### src/core/uls_pkg.sv
// Package for the line-status logic: register map, fields, entry layout
package uls_pkg;

    // Register byte offsets (low address byte)
    localparam logic [7:0] ULS_OFF_RXBUF = 8'h00;
    localparam logic [7:0] ULS_OFF_LSR   = 8'h04;
    localparam logic [7:0] ULS_OFF_CTL   = 8'h08;

    // Line status bit positions
    localparam int ULS_LSR_RDY  = 0;
    localparam int ULS_LSR_OE   = 1;
    localparam int ULS_LSR_PAR  = 2;
    localparam int ULS_LSR_FRM  = 3;
    localparam int ULS_LSR_BRK  = 4;
    localparam int ULS_LSR_HOLD = 5;
    localparam int ULS_LSR_TXE  = 6;
    localparam int ULS_LSR_ERR  = 7;

    // Control bit positions
    localparam int ULS_CTL_FIFO = 0;
    localparam int ULS_CTL_FMT  = 1;
    localparam int ULS_CTL_PAR  = 4;
    localparam int ULS_CTL_BRK  = 5;

    // Reset values
    localparam logic [7:0] ULS_CTL_RST = 8'h00;
    localparam logic [7:0] ULS_LSR_RST = 8'h60;

    // Receive FIFO geometry
    localparam int ULS_DEPTH = 16;
    localparam int ULS_AW    = 4;

    // Bus responses
    localparam logic [1:0] ULS_OKAY   = 2'h0;
    localparam logic [1:0] ULS_SLVERR = 2'h2;

    // One received character with its error tags
    typedef struct packed {
        logic       brk;
        logic       frm;
        logic       par;
        logic [7:0] data;
    } uls_entry_s;

    // Transmitter state seen by the status logic
    typedef struct packed {
        logic hold_empty;
        logic shift_empty;
        logic idle;
    } uls_tx_s;

    // Bit times in one character: start, data, parity, stop
    function automatic logic [3:0] uls_char_ticks(input logic [2:0] fmt,
                                                  input logic       par);
        uls_char_ticks = 4'h7 + {2'h0, fmt[1:0]} + {3'h0, par} + {3'h0, fmt[2]};
    endfunction : uls_char_ticks

endpackage : uls_pkg

### src/core/uls_brk_det.sv
// Break detector: receive line low for longer than one character time
`timescale 1ns/1ps
`default_nettype none
module uls_brk_det
    import uls_pkg::*;
(
    // Clock and reset
    input  wire logic       aclk,
    input  wire logic       aresetn,
    // Line and timing
    input  wire logic       rx_low,
    input  wire logic       baud_tick,
    input  wire logic [3:0] char_ticks,
    // Event
    output logic            brk_pulse
);
    logic [3:0] cnt_reg;
    logic       done_reg;

    // Count bit times while low; one event per low stretch
    always_ff @(posedge aclk) begin
        if (!aresetn || !rx_low) begin
            cnt_reg  <= 4'h0;
            done_reg <= 1'b0;
        end else if (baud_tick && !done_reg) begin
            if (cnt_reg == char_ticks) begin
                done_reg <= 1'b1;
            end else begin
                cnt_reg <= cnt_reg + 4'h1;
            end
        end
    end

    // Fires on the tick past a full character time
    assign brk_pulse = rx_low && baud_tick && !done_reg && (cnt_reg == char_ticks);

endmodule : uls_brk_det
`default_nettype wire

### src/core/uls_rx_fifo.sv
// Receive FIFO with a count of entries that carry an error tag
`timescale 1ns/1ps
`default_nettype none
module uls_rx_fifo
    import uls_pkg::*;
(
    // Clock and reset
    input  wire logic             aclk,
    input  wire logic             aresetn,
    input  wire logic             flush,
    // Fill side
    input  wire logic             push,
    input  wire uls_entry_s       push_data,
    // Drain side
    input  wire logic             pop,
    output uls_entry_s            head,
    // State
    output logic [ULS_AW:0]       count,
    output logic                  any_err
);
    uls_entry_s          mem_reg [ULS_DEPTH];
    logic [ULS_AW-1:0]   wr_reg;
    logic [ULS_AW-1:0]   rd_reg;
    logic [ULS_AW:0]     cnt_reg;
    logic [ULS_AW:0]     err_reg;
    logic                push_err;
    logic                pop_err;

    assign push_err = push && (push_data.brk || push_data.frm || push_data.par);
    assign pop_err  = pop && (head.brk || head.frm || head.par);

    // Storage; caller never pushes when full nor pops when empty
    always_ff @(posedge aclk) begin
        if (push) begin
            mem_reg[wr_reg] <= push_data;
        end
    end

    // Pointers and counts
    always_ff @(posedge aclk) begin
        if (!aresetn || flush) begin
            wr_reg  <= '0;
            rd_reg  <= '0;
            cnt_reg <= '0;
            err_reg <= '0;
        end else begin
            wr_reg  <= wr_reg + ULS_AW'(push);
            rd_reg  <= rd_reg + ULS_AW'(pop);
            cnt_reg <= cnt_reg + (ULS_AW+1)'(push) - (ULS_AW+1)'(pop);
            err_reg <= err_reg + (ULS_AW+1)'(push_err) - (ULS_AW+1)'(pop_err);
        end
    end

    assign head    = mem_reg[rd_reg];
    assign count   = cnt_reg;
    assign any_err = (err_reg != '0);

endmodule : uls_rx_fifo
`default_nettype wire

### src/core/uls_line_status.sv
// Line-status logic of a serial port with an AXI4-Lite register slave
`timescale 1ns/1ps
`default_nettype none
module uls_line_status
    import uls_pkg::*;
(
    // Clock and reset
    input  wire logic        aclk,
    input  wire logic        aresetn,
    // AXI4-Lite write
    input  wire logic [31:0] awaddr,
    input  wire logic        awvalid,
    output logic             awready,
    input  wire logic [31:0] wdata,
    input  wire logic [3:0]  wstrb,
    input  wire logic        wvalid,
    output logic             wready,
    output logic [1:0]       bresp,
    output logic             bvalid,
    input  wire logic        bready,
    // AXI4-Lite read
    input  wire logic [31:0] araddr,
    input  wire logic        arvalid,
    output logic             arready,
    output logic [31:0]      rdata,
    output logic [1:0]       rresp,
    output logic             rvalid,
    input  wire logic        rready,
    // Receiver side
    input  wire logic        rxd_pin,
    input  wire logic        baud_tick,
    input  wire logic        rx_char_valid,
    input  wire uls_entry_s  rx_char,
    // Transmitter side
    input  wire uls_tx_s     tx_stat,
    output logic             tx_break,
    // Character format to the shift registers
    output logic             fifo_enable,
    output logic [2:0]       char_format,
    output logic             parity_enable
);
    // Bus state
    logic             aw_got_reg;
    logic             w_got_reg;
    logic [7:0]       awaddr_reg;
    logic [31:0]      wdata_reg;
    logic             wstrb0_reg;
    logic             bvalid_reg;
    logic [1:0]       bresp_reg;
    logic             rvalid_reg;
    logic [31:0]      rdata_reg;
    logic [1:0]       rresp_reg;
    logic [7:0]       ctl_reg;
    // Receive state
    logic             rx_sync1_reg;
    logic             rx_sync2_reg;
    uls_entry_s       buf_reg;
    logic             buf_full_reg;
    logic             head_new_reg;
    logic             oe_reg;
    logic             parity_error_reg;
    logic             framing_error_reg;
    logic             break_indicator_reg;
    logic             err_reg;
    // Combinational
    logic             wr_fire;
    logic             ar_hs;
    logic             lsr_rd;
    logic             rbr_rd;
    logic             brk_pulse;
    logic             push_req;
    logic             push_ok;
    logic             pop;
    logic             flush;
    logic             fifo_full;
    logic             fifo_empty;
    logic             fifo_err;
    logic             head_new;
    logic [ULS_AW:0]  fifo_cnt;
    uls_entry_s       fifo_head;
    uls_entry_s       head;
    uls_entry_s       push_data;
    logic [7:0]       lsr;
    logic             tx_holding_empty;
    logic             transmitter_empty;
    logic             receive_data_ready;

    // Address check on the low byte, word aligned
    function automatic logic is_reg(input logic [7:0] a, input logic [7:0] off);
        is_reg = (a == off);
    endfunction : is_reg

    // Write channels taken independently, answered once both are in
    assign awready = !aw_got_reg && !bvalid_reg;
    assign wready  = !w_got_reg && !bvalid_reg;
    assign wr_fire = aw_got_reg && w_got_reg && !bvalid_reg;

    always_ff @(posedge aclk) begin
        if (!aresetn) begin
            aw_got_reg <= 1'b0;
            awaddr_reg <= 8'h00;
        end else if (awvalid && awready) begin
            aw_got_reg <= 1'b1;
            awaddr_reg <= awaddr[7:0];
        end else if (wr_fire) begin
            aw_got_reg <= 1'b0;
        end
    end

    always_ff @(posedge aclk) begin
        if (!aresetn) begin
            w_got_reg  <= 1'b0;
            wdata_reg  <= 32'h0000_0000;
            wstrb0_reg <= 1'b0;
        end else if (wvalid && wready) begin
            w_got_reg  <= 1'b1;
            wdata_reg  <= wdata;
            wstrb0_reg <= wstrb[0];
        end else if (wr_fire) begin
            w_got_reg <= 1'b0;
        end
    end

    // Write response; status and buffer accept and drop writes
    always_ff @(posedge aclk) begin
        if (!aresetn) begin
            bvalid_reg <= 1'b0;
            bresp_reg  <= ULS_OKAY;
        end else if (wr_fire) begin
            bvalid_reg <= 1'b1;
            if (is_reg(awaddr_reg, ULS_OFF_CTL) || is_reg(awaddr_reg, ULS_OFF_LSR)
                || is_reg(awaddr_reg, ULS_OFF_RXBUF)) begin
                bresp_reg <= ULS_OKAY;
            end else begin
                bresp_reg <= ULS_SLVERR;
            end
        end else if (bready) begin
            bvalid_reg <= 1'b0;
        end
    end

    assign bvalid = bvalid_reg;
    assign bresp  = bresp_reg;

    // Control register, low byte lane only
    always_ff @(posedge aclk) begin
        if (!aresetn) begin
            ctl_reg <= ULS_CTL_RST;
        end else if (wr_fire && wstrb0_reg && is_reg(awaddr_reg, ULS_OFF_CTL)) begin
            ctl_reg <= {2'h0, wdata_reg[5:0]};
        end
    end

    assign fifo_enable   = ctl_reg[ULS_CTL_FIFO];
    assign char_format   = ctl_reg[ULS_CTL_FMT +: 3];
    assign parity_enable = ctl_reg[ULS_CTL_PAR];
    assign tx_break      = ctl_reg[ULS_CTL_BRK];
    // Switching the FIFO on or off discards queued characters
    assign flush = wr_fire && wstrb0_reg && is_reg(awaddr_reg, ULS_OFF_CTL)
                   && (wdata_reg[ULS_CTL_FIFO] != fifo_enable);

    // Read channel; side effects happen at the address handshake
    assign arready = !rvalid_reg;
    assign ar_hs   = arvalid && arready;
    assign lsr_rd  = ar_hs && is_reg(araddr[7:0], ULS_OFF_LSR);
    assign rbr_rd  = ar_hs && is_reg(araddr[7:0], ULS_OFF_RXBUF);

    always_ff @(posedge aclk) begin
        if (!aresetn) begin
            rvalid_reg <= 1'b0;
            rdata_reg  <= 32'h0000_0000;
            rresp_reg  <= ULS_OKAY;
        end else if (ar_hs) begin
            rvalid_reg <= 1'b1;
            rresp_reg  <= ULS_OKAY;
            if (lsr_rd) begin
                rdata_reg <= {24'h00_0000, lsr};
            end else if (rbr_rd) begin
                rdata_reg <= {24'h00_0000, receive_data_ready ? head.data : 8'h00};
            end else if (is_reg(araddr[7:0], ULS_OFF_CTL)) begin
                rdata_reg <= {24'h00_0000, ctl_reg};
            end else begin
                rdata_reg <= 32'h0000_0000;
                rresp_reg <= ULS_SLVERR;
            end
        end else if (rready) begin
            rvalid_reg <= 1'b0;
        end
    end

    assign rvalid = rvalid_reg;
    assign rdata  = rdata_reg;
    assign rresp  = rresp_reg;

    // Receive pin synchroniser
    always_ff @(posedge aclk) begin
        if (!aresetn) begin
            rx_sync1_reg <= 1'b1;
            rx_sync2_reg <= 1'b1;
        end else begin
            rx_sync1_reg <= rxd_pin;
            rx_sync2_reg <= rx_sync1_reg;
        end
    end

    uls_brk_det u_brk (
        .aclk       (aclk),
        .aresetn    (aresetn),
        .rx_low     (!rx_sync2_reg),
        .baud_tick  (baud_tick),
        .char_ticks (uls_char_ticks(char_format, parity_enable)),
        .brk_pulse  (brk_pulse)
    );

    // In FIFO mode a break outranks a character completing in the same cycle
    always_comb begin
        push_data = rx_char;
        if (brk_pulse) begin
            push_data = '{brk: 1'b1, frm: 1'b1, par: 1'b0, data: 8'h00};
        end
    end

    assign push_req   = rx_char_valid || (brk_pulse && fifo_enable);
    assign fifo_full  = (fifo_cnt == (ULS_AW+1)'(ULS_DEPTH));
    assign fifo_empty = (fifo_cnt == '0);
    assign push_ok    = fifo_enable && push_req && !fifo_full;
    assign pop        = fifo_enable && rbr_rd && !fifo_empty;

    uls_rx_fifo u_fifo (
        .aclk      (aclk),
        .aresetn   (aresetn),
        .flush     (flush),
        .push      (push_ok),
        .push_data (push_data),
        .pop       (pop),
        .head      (fifo_head),
        .count     (fifo_cnt),
        .any_err   (fifo_err)
    );

    // Single buffer used while the FIFO is off
    always_ff @(posedge aclk) begin
        if (!aresetn) begin
            buf_reg      <= '0;
            buf_full_reg <= 1'b0;
        end else if (!fifo_enable && rx_char_valid) begin
            buf_reg      <= rx_char;
            buf_full_reg <= 1'b1;
        end else if (rbr_rd || fifo_enable) begin
            buf_full_reg <= 1'b0;
        end
    end

    assign head = fifo_enable ? fifo_head : buf_reg;
    // Data ready follows occupancy, so it drops with the last pop
    assign receive_data_ready = fifo_enable ? !fifo_empty : buf_full_reg;

    // A new character reaches the head; its tags are read a cycle later
    assign head_new = fifo_enable
        ? ((push_ok && (fifo_empty || (pop && fifo_cnt == (ULS_AW+1)'(1))))
           || (pop && fifo_cnt > (ULS_AW+1)'(1)))
        : rx_char_valid;

    always_ff @(posedge aclk) begin
        if (!aresetn) begin
            head_new_reg <= 1'b0;
        end else begin
            head_new_reg <= head_new;
        end
    end

    // Head error tags; a tag landing with a status read survives it
    always_ff @(posedge aclk) begin
        if (!aresetn) begin
            framing_error_reg <= 1'b0;
            parity_error_reg  <= 1'b0;
        end else begin
            framing_error_reg <= (head_new_reg && head.frm)
                                 || (framing_error_reg && !lsr_rd);
            parity_error_reg  <= (head_new_reg && head.par)
                                 || (parity_error_reg && !lsr_rd);
        end
    end

    // Break indicator
    always_ff @(posedge aclk) begin
        if (!aresetn) begin
            break_indicator_reg <= 1'b0;
        end else begin
            break_indicator_reg <= brk_pulse
                                   || (break_indicator_reg && !lsr_rd);
        end
    end

    // Overrun: unread buffer overwritten, or FIFO full and character dropped
    always_ff @(posedge aclk) begin
        if (!aresetn) begin
            oe_reg <= 1'b0;
        end else if (!fifo_enable && rx_char_valid && buf_full_reg && !rbr_rd) begin
            oe_reg <= 1'b1;
        end else if (fifo_enable && push_req && fifo_full) begin
            oe_reg <= 1'b1;
        end else if (lsr_rd) begin
            oe_reg <= 1'b0;
        end
    end

    // Error summary holds while errored entries remain
    always_ff @(posedge aclk) begin
        if (!aresetn || !fifo_enable) begin
            err_reg <= 1'b0;
        end else if (fifo_err) begin
            err_reg <= 1'b1;
        end else if (lsr_rd) begin
            err_reg <= 1'b0;
        end
    end

    // Transmit flags held low while a break is sent
    assign tx_holding_empty  = tx_stat.hold_empty && !tx_break;
    assign transmitter_empty = tx_holding_empty && tx_stat.shift_empty && tx_stat.idle;

    assign lsr = {err_reg && fifo_enable, transmitter_empty, tx_holding_empty,
                  break_indicator_reg, framing_error_reg, parity_error_reg, oe_reg,
                  receive_data_ready};

    // Checks
    txe_gate_a: assert property (
        @(posedge aclk) disable iff (!aresetn)
        lsr[ULS_LSR_TXE] |-> tx_stat.hold_empty && tx_stat.shift_empty && tx_stat.idle)
        else $error("transmitter empty without idle transmitter");

    brk_hold_a: assert property (
        @(posedge aclk) disable iff (!aresetn)
        tx_break |-> !lsr[ULS_LSR_HOLD] && !lsr[ULS_LSR_TXE])
        else $error("empty flags set during break");

    hold_rd_a: assert property (
        @(posedge aclk) disable iff (!aresetn)
        lsr_rd && !tx_break && tx_stat.hold_empty |=> rdata[ULS_LSR_HOLD])
        else $error("holding empty not reported");

    brk_set_a: assert property (
        @(posedge aclk) disable iff (!aresetn)
        brk_pulse |=> break_indicator_reg)
        else $error("break indicator not set");

    brk_push_a: assert property (
        @(posedge aclk) disable iff (!aresetn)
        brk_pulse && fifo_enable && !fifo_full && !pop && !flush
        |=> fifo_cnt == $past(fifo_cnt) + (ULS_AW+1)'(1))
        else $error("break character not queued");

    brk_clr_a: assert property (
        @(posedge aclk) disable iff (!aresetn)
        lsr_rd && !brk_pulse |=> !break_indicator_reg)
        else $error("break indicator survived status read");

    // A new head one cycle after the read may legally set the flag again
    frm_clr_a: assert property (
        @(posedge aclk) disable iff (!aresetn)
        lsr_rd && !head_new_reg
        |=> !framing_error_reg ##1 (!framing_error_reg || $past(head_new_reg)))
        else $error("framing error survived status read");

    oe_fifo_a: assert property (
        @(posedge aclk) disable iff (!aresetn)
        fifo_enable && push_req && fifo_full && !pop && !flush
        |=> oe_reg && fifo_cnt == (ULS_AW+1)'(ULS_DEPTH))
        else $error("overrun missed or character stored");

    rdy_clr_a: assert property (
        @(posedge aclk) disable iff (!aresetn)
        fifo_enable && pop && fifo_cnt == (ULS_AW+1)'(1) && !push_ok && !flush
        |=> !lsr[ULS_LSR_RDY])
        else $error("data ready stayed after last byte");

    err_off_a: assert property (
        @(posedge aclk) disable iff (!aresetn)
        !fifo_enable |-> !lsr[ULS_LSR_ERR])
        else $error("error summary set with FIFO off");

    err_set_a: assert property (
        @(posedge aclk) disable iff (!aresetn)
        fifo_enable && fifo_err && !flush |=> lsr[ULS_LSR_ERR])
        else $error("error summary missed an errored entry");

endmodule : uls_line_status
`default_nettype wire

### config.mk
export PLATFORM = sky130hd
export DESIGN_NAME = uls_line_status
export DESIGN_NICKNAME = d
export VERILOG_FILES = /design/src/core/uls_pkg.sv /design/src/core/uls_brk_det.sv /design/src/core/uls_rx_fifo.sv /design/src/core/uls_line_status.sv
export SDC_FILE = /design/constraint.sdc
export NUM_CORES = 1
export LEC_CHECK = 0
export BUFFER_PORTS_ARGS = -buffer_cell sky130_fd_sc_hd__buf_2
export CAP_MARGIN = 10
export CORE_MARGIN = 4
export CORE_UTILIZATION = 61
export DETAILED_ROUTE_END_ITERATION = 12
export PLACE_DENSITY = 0.92
export SYNTH_ARGS = -nofsm -noshare
export SYNTH_HDL_FRONTEND = slang
export SYNTH_HIERARCHICAL = 1
export SYNTH_SLANG_ARGS = --single-unit
### constraint.sdc
create_clock -name aclk -period 7.77 [get_ports aclk]
set_clock_uncertainty 0.15 [all_clocks]
set_input_delay 1.554 -clock aclk [delete_from_list [all_inputs] [get_ports aclk]]
set_output_delay 1.554 -clock aclk [all_outputs]
set_load 0.05 [all_outputs]
==> run summary <==
Pleak = 4.12 nW
Cells after Synth = 725
Core Box Area = 17,200 um2
DRC = 0
DRT iter0 DRCs = 492
Endpoints failing hold = 0
Via density = 6.06
Chip width = 140 um
CTS Sinks = 253
Area taken by multi-input logic gates = 3500 um2
Max FO, Critical Path = 15
HPWL after DPL = 14.7 mm
Global-route wire length before repair = 34.9 mm
Power Density = 228 nW/um2
Hold/Removal Path Class = reg -> reg
Clock buffer depth = 3
Endpoints failing setup = 0
Yosys warns = 6
Crit. End Element = register
Final wirelength = 22.2 mm
Worst r2r dst = u_fifo/err_reg[4]
Slew HR = 0.225
CTS tree = yes
Max reg flops = 176
Post-CTS Resized = 0
DP Worst Slack = 2.34 ns
RSZ-0062 raised after global routing = no
CTS Buf Count = 25
Die H = 140 um
Tcrit/Tclk final = 0.710
WL/cell = 21.4 um
Final worst setup slack = 2.25 ns
Gp weighted congestion = 0.883
Area grow syn2layout = 10.7%
VDD IR max = 158 uV
Worst Hold Margin = 0.270 ns
Status = finished clean
Vias in the first global route = 6,256
DRT Pass-1 Iters = 5
CP startpoint kind = register
Ys flop type = edfxtp_1
FFs w/ async S/R, synth = 0
Critical path required time = 8.00 ns
# port buffers = 67
R2r setup slk = 2.25 ns
Ant diodes = 0
Total GRT Usage = 0.226
Worst reg2reg path depth = 22
Setup TNS = 0 ns
Syn Std Cell Area = 10,700 um2
Max Cap Viol = 0
Initial core utilization = 0.620
Row count = 48
Layout cell share with drive strength beyond 1 = 0.228
Crit Path Category = reg -> reg
Worst-Margin Slew = 1.16 ns
Post-CTS Setup Bufs = 0
IO Count = 171
H-tree depth = 1
Clk slew on worst S/H paths = 0.06 ns
Hold_buf cts = 0
Clk_lat worst skew = 0.52 ns
#FFs+latches synth = 253
Die ar. = 19,700 um2
Worst Setup EP = u_fifo/err_reg[4]
Power, Total = 2.69 mW
Final ANT Viol Nets = 0
Final instance count without filler cells = 1,038
Via count = 6,290
Initial antenna violation count = 0
Fill cells = 1,087
Sequential cell area = 6830 um2
Yosys cell types = 63
Largest net degree at the start of global routing = 47
Clk root buf = clkbuf_16
Crit path DAT = 5.75 ns
Total gr overflow = 0
Post-synthesis sequential area ratio = 0.639
Max-slew violation count = 0
Inst Count DP = 994
EDFF count, synth = 176
Max Fclk = 181 MHz
Worst Setup SP = ctl_reg[4]
Tmin final = 5.52 ns
Final nets = 942
FF-to-FF Start = ctl_reg[4]
Syn avg cell area = 14.7 um2
[logic make-up after synthesis]
family / share of synthesized area
XOR/XNOR: 0.0131
AND/OR/NAND/NOR: 0.0942
other: 0.000351
adder cells (fa/ha/maj): 0.0279
AO/OA/AOI/OAI: 0.0501
flip-flops: 0.639
multiplexers: 0.133
buffers and inverters: 0.0433
[critical path, cell delays in order (launching register included)]
cell and delay (ns):
dfxtp_1 0.42, inv_1 0.07, ha_1 0.26, inv_1 0.06
ha_1 0.13, inv_1 0.07, fa_1 0.38, xor2_1 0.16
xnor2_1 0.21, and4_2 0.27, and4b_1 0.64, o21ai_0 0.20
nor2_1 0.51, o31ai_1 0.18, ha_1 0.33, inv_1 0.06
ha_1 0.18, inv_1 0.07, fa_1 0.41, nand2b_1 0.16
a21oi_1 0.20, o21ai_0 0.10, nor3b_1 0.14
[layout make-up]
class,instances,share of cell area
Sequential cell,253,0.577
Inverter,24,0.00761
Tap cell,225,0.0238
Clock buffer,36,0.0597
Timing Repair Buffer,75,0.0334
Clock inverter,8,0.00338
Multi-Input combinational cell,417,0.295
[report_power, final]
group          internal, mW  switching [mW]
clock network         0.628           0.469
registers              1.45         0.00979
logic                0.0321           0.100
[synth_stat cells (2+ instances only)]
library cell | n | area share
edfxtp_1 | 176 | 0.49
dfxtp_1 | 77 | 0.14
nor2_1 | 54 | 0.019
mux4_2 | 53 | 0.11
nand2_1 | 48 | 0.017
a21oi_1 | 38 | 0.018
buf_4 | 26 | 0.018
inv_1 | 23 | 0.0081
nor2b_1 | 20 | 0.012
ha_1 | 19 | 0.022
mux2i_1 | 19 | 0.018
clkbuf_1 | 15 | 0.0053
o21ai_0 | 15 | 0.0070
nor3_1 | 11 | 0.0051
xnor2_1 | 11 | 0.0090
nand2b_1 | 10 | 0.0059
and2_1 | 8 | 0.0047
buf_2 | 8 | 0.0037
nand3_1 | 8 | 0.0037
a22oi_1 | 6 | 0.0042
nand4_1 | 5 | 0.0029
xor2_1 | 5 | 0.0041
a21o_1 | 4 | 0.0028
clkbuf_8 | 4 | 0.0051
nand3b_1 | 4 | 0.0028
o221a_2 | 4 | 0.0042
fa_1 | 3 | 0.0056
nor3b_1 | 3 | 0.0021
o31ai_1 | 3 | 0.0021
or4_1 | 3 | 0.0021
a22oi_2 | 2 | 0.0023
and3b_1 | 2 | 0.0016
buf_6 | 2 | 0.0021
mux2_2 | 2 | 0.0021
nor4_1 | 2 | 0.0012
o21a_1 | 2 | 0.0014
or2_2 | 2 | 0.0012
or3_1 | 2 | 0.0012
or3b_2 | 2 | 0.0016
[layout by cell type (no fill, tap or decap), types with 5 or more instances in the layout]
master	count
mux2i_1	19
nand2_1	48
xor2_1	5
clkbuf_16	25
nor2b_1	20
nor2_1	54
nor3_1	11
a22oi_1	6
mux4_2	53
nand3_1	8
clkinv_1	5
dfxtp_1	75
buf_4	8
o21ai_0	15
clkbuf_1	7
nand2b_1	10
and2_1	8
conb_1	26
a21oi_1	38
inv_1	23
edfxtp_1	176
buf_2	67
ha_1	19
nand4_1	5
xnor2_1	11
[per-stage QoR]
stage,util,cell area [um2]
after global routing,0.687,11800
after floorplan,-,10800
after global placement,0.644,11100
final,0.687,11800
after detailed placement,0.644,11100
after CTS,0.687,11800
[metal layers]
metal,part of all wire,routed length [um],track usage
met1,0.39,8560,0.290
met2,0.51,11300,0.401
met3,0.079,1750,0.0379
met4,0.023,518,0.0602
met5,0,0,0
[how the worst min path moves through the flow]
stage | cells after the start | from | to
2_1_floorplan | 1 | rx_sync1_reg | rx_sync2_reg
3_3_place_gp | 1 | rx_sync1_reg | rx_sync2_reg
5_1_grt | 1 | rx_sync1_reg | rx_sync2_reg
3_5_place_dp | 1 | rx_sync1_reg | rx_sync2_reg
6_report | 1 | rx_sync1_reg | rx_sync2_reg
4_1_cts | 1 | rx_sync1_reg | rx_sync2_reg
(Power assumes the default switching activity.)
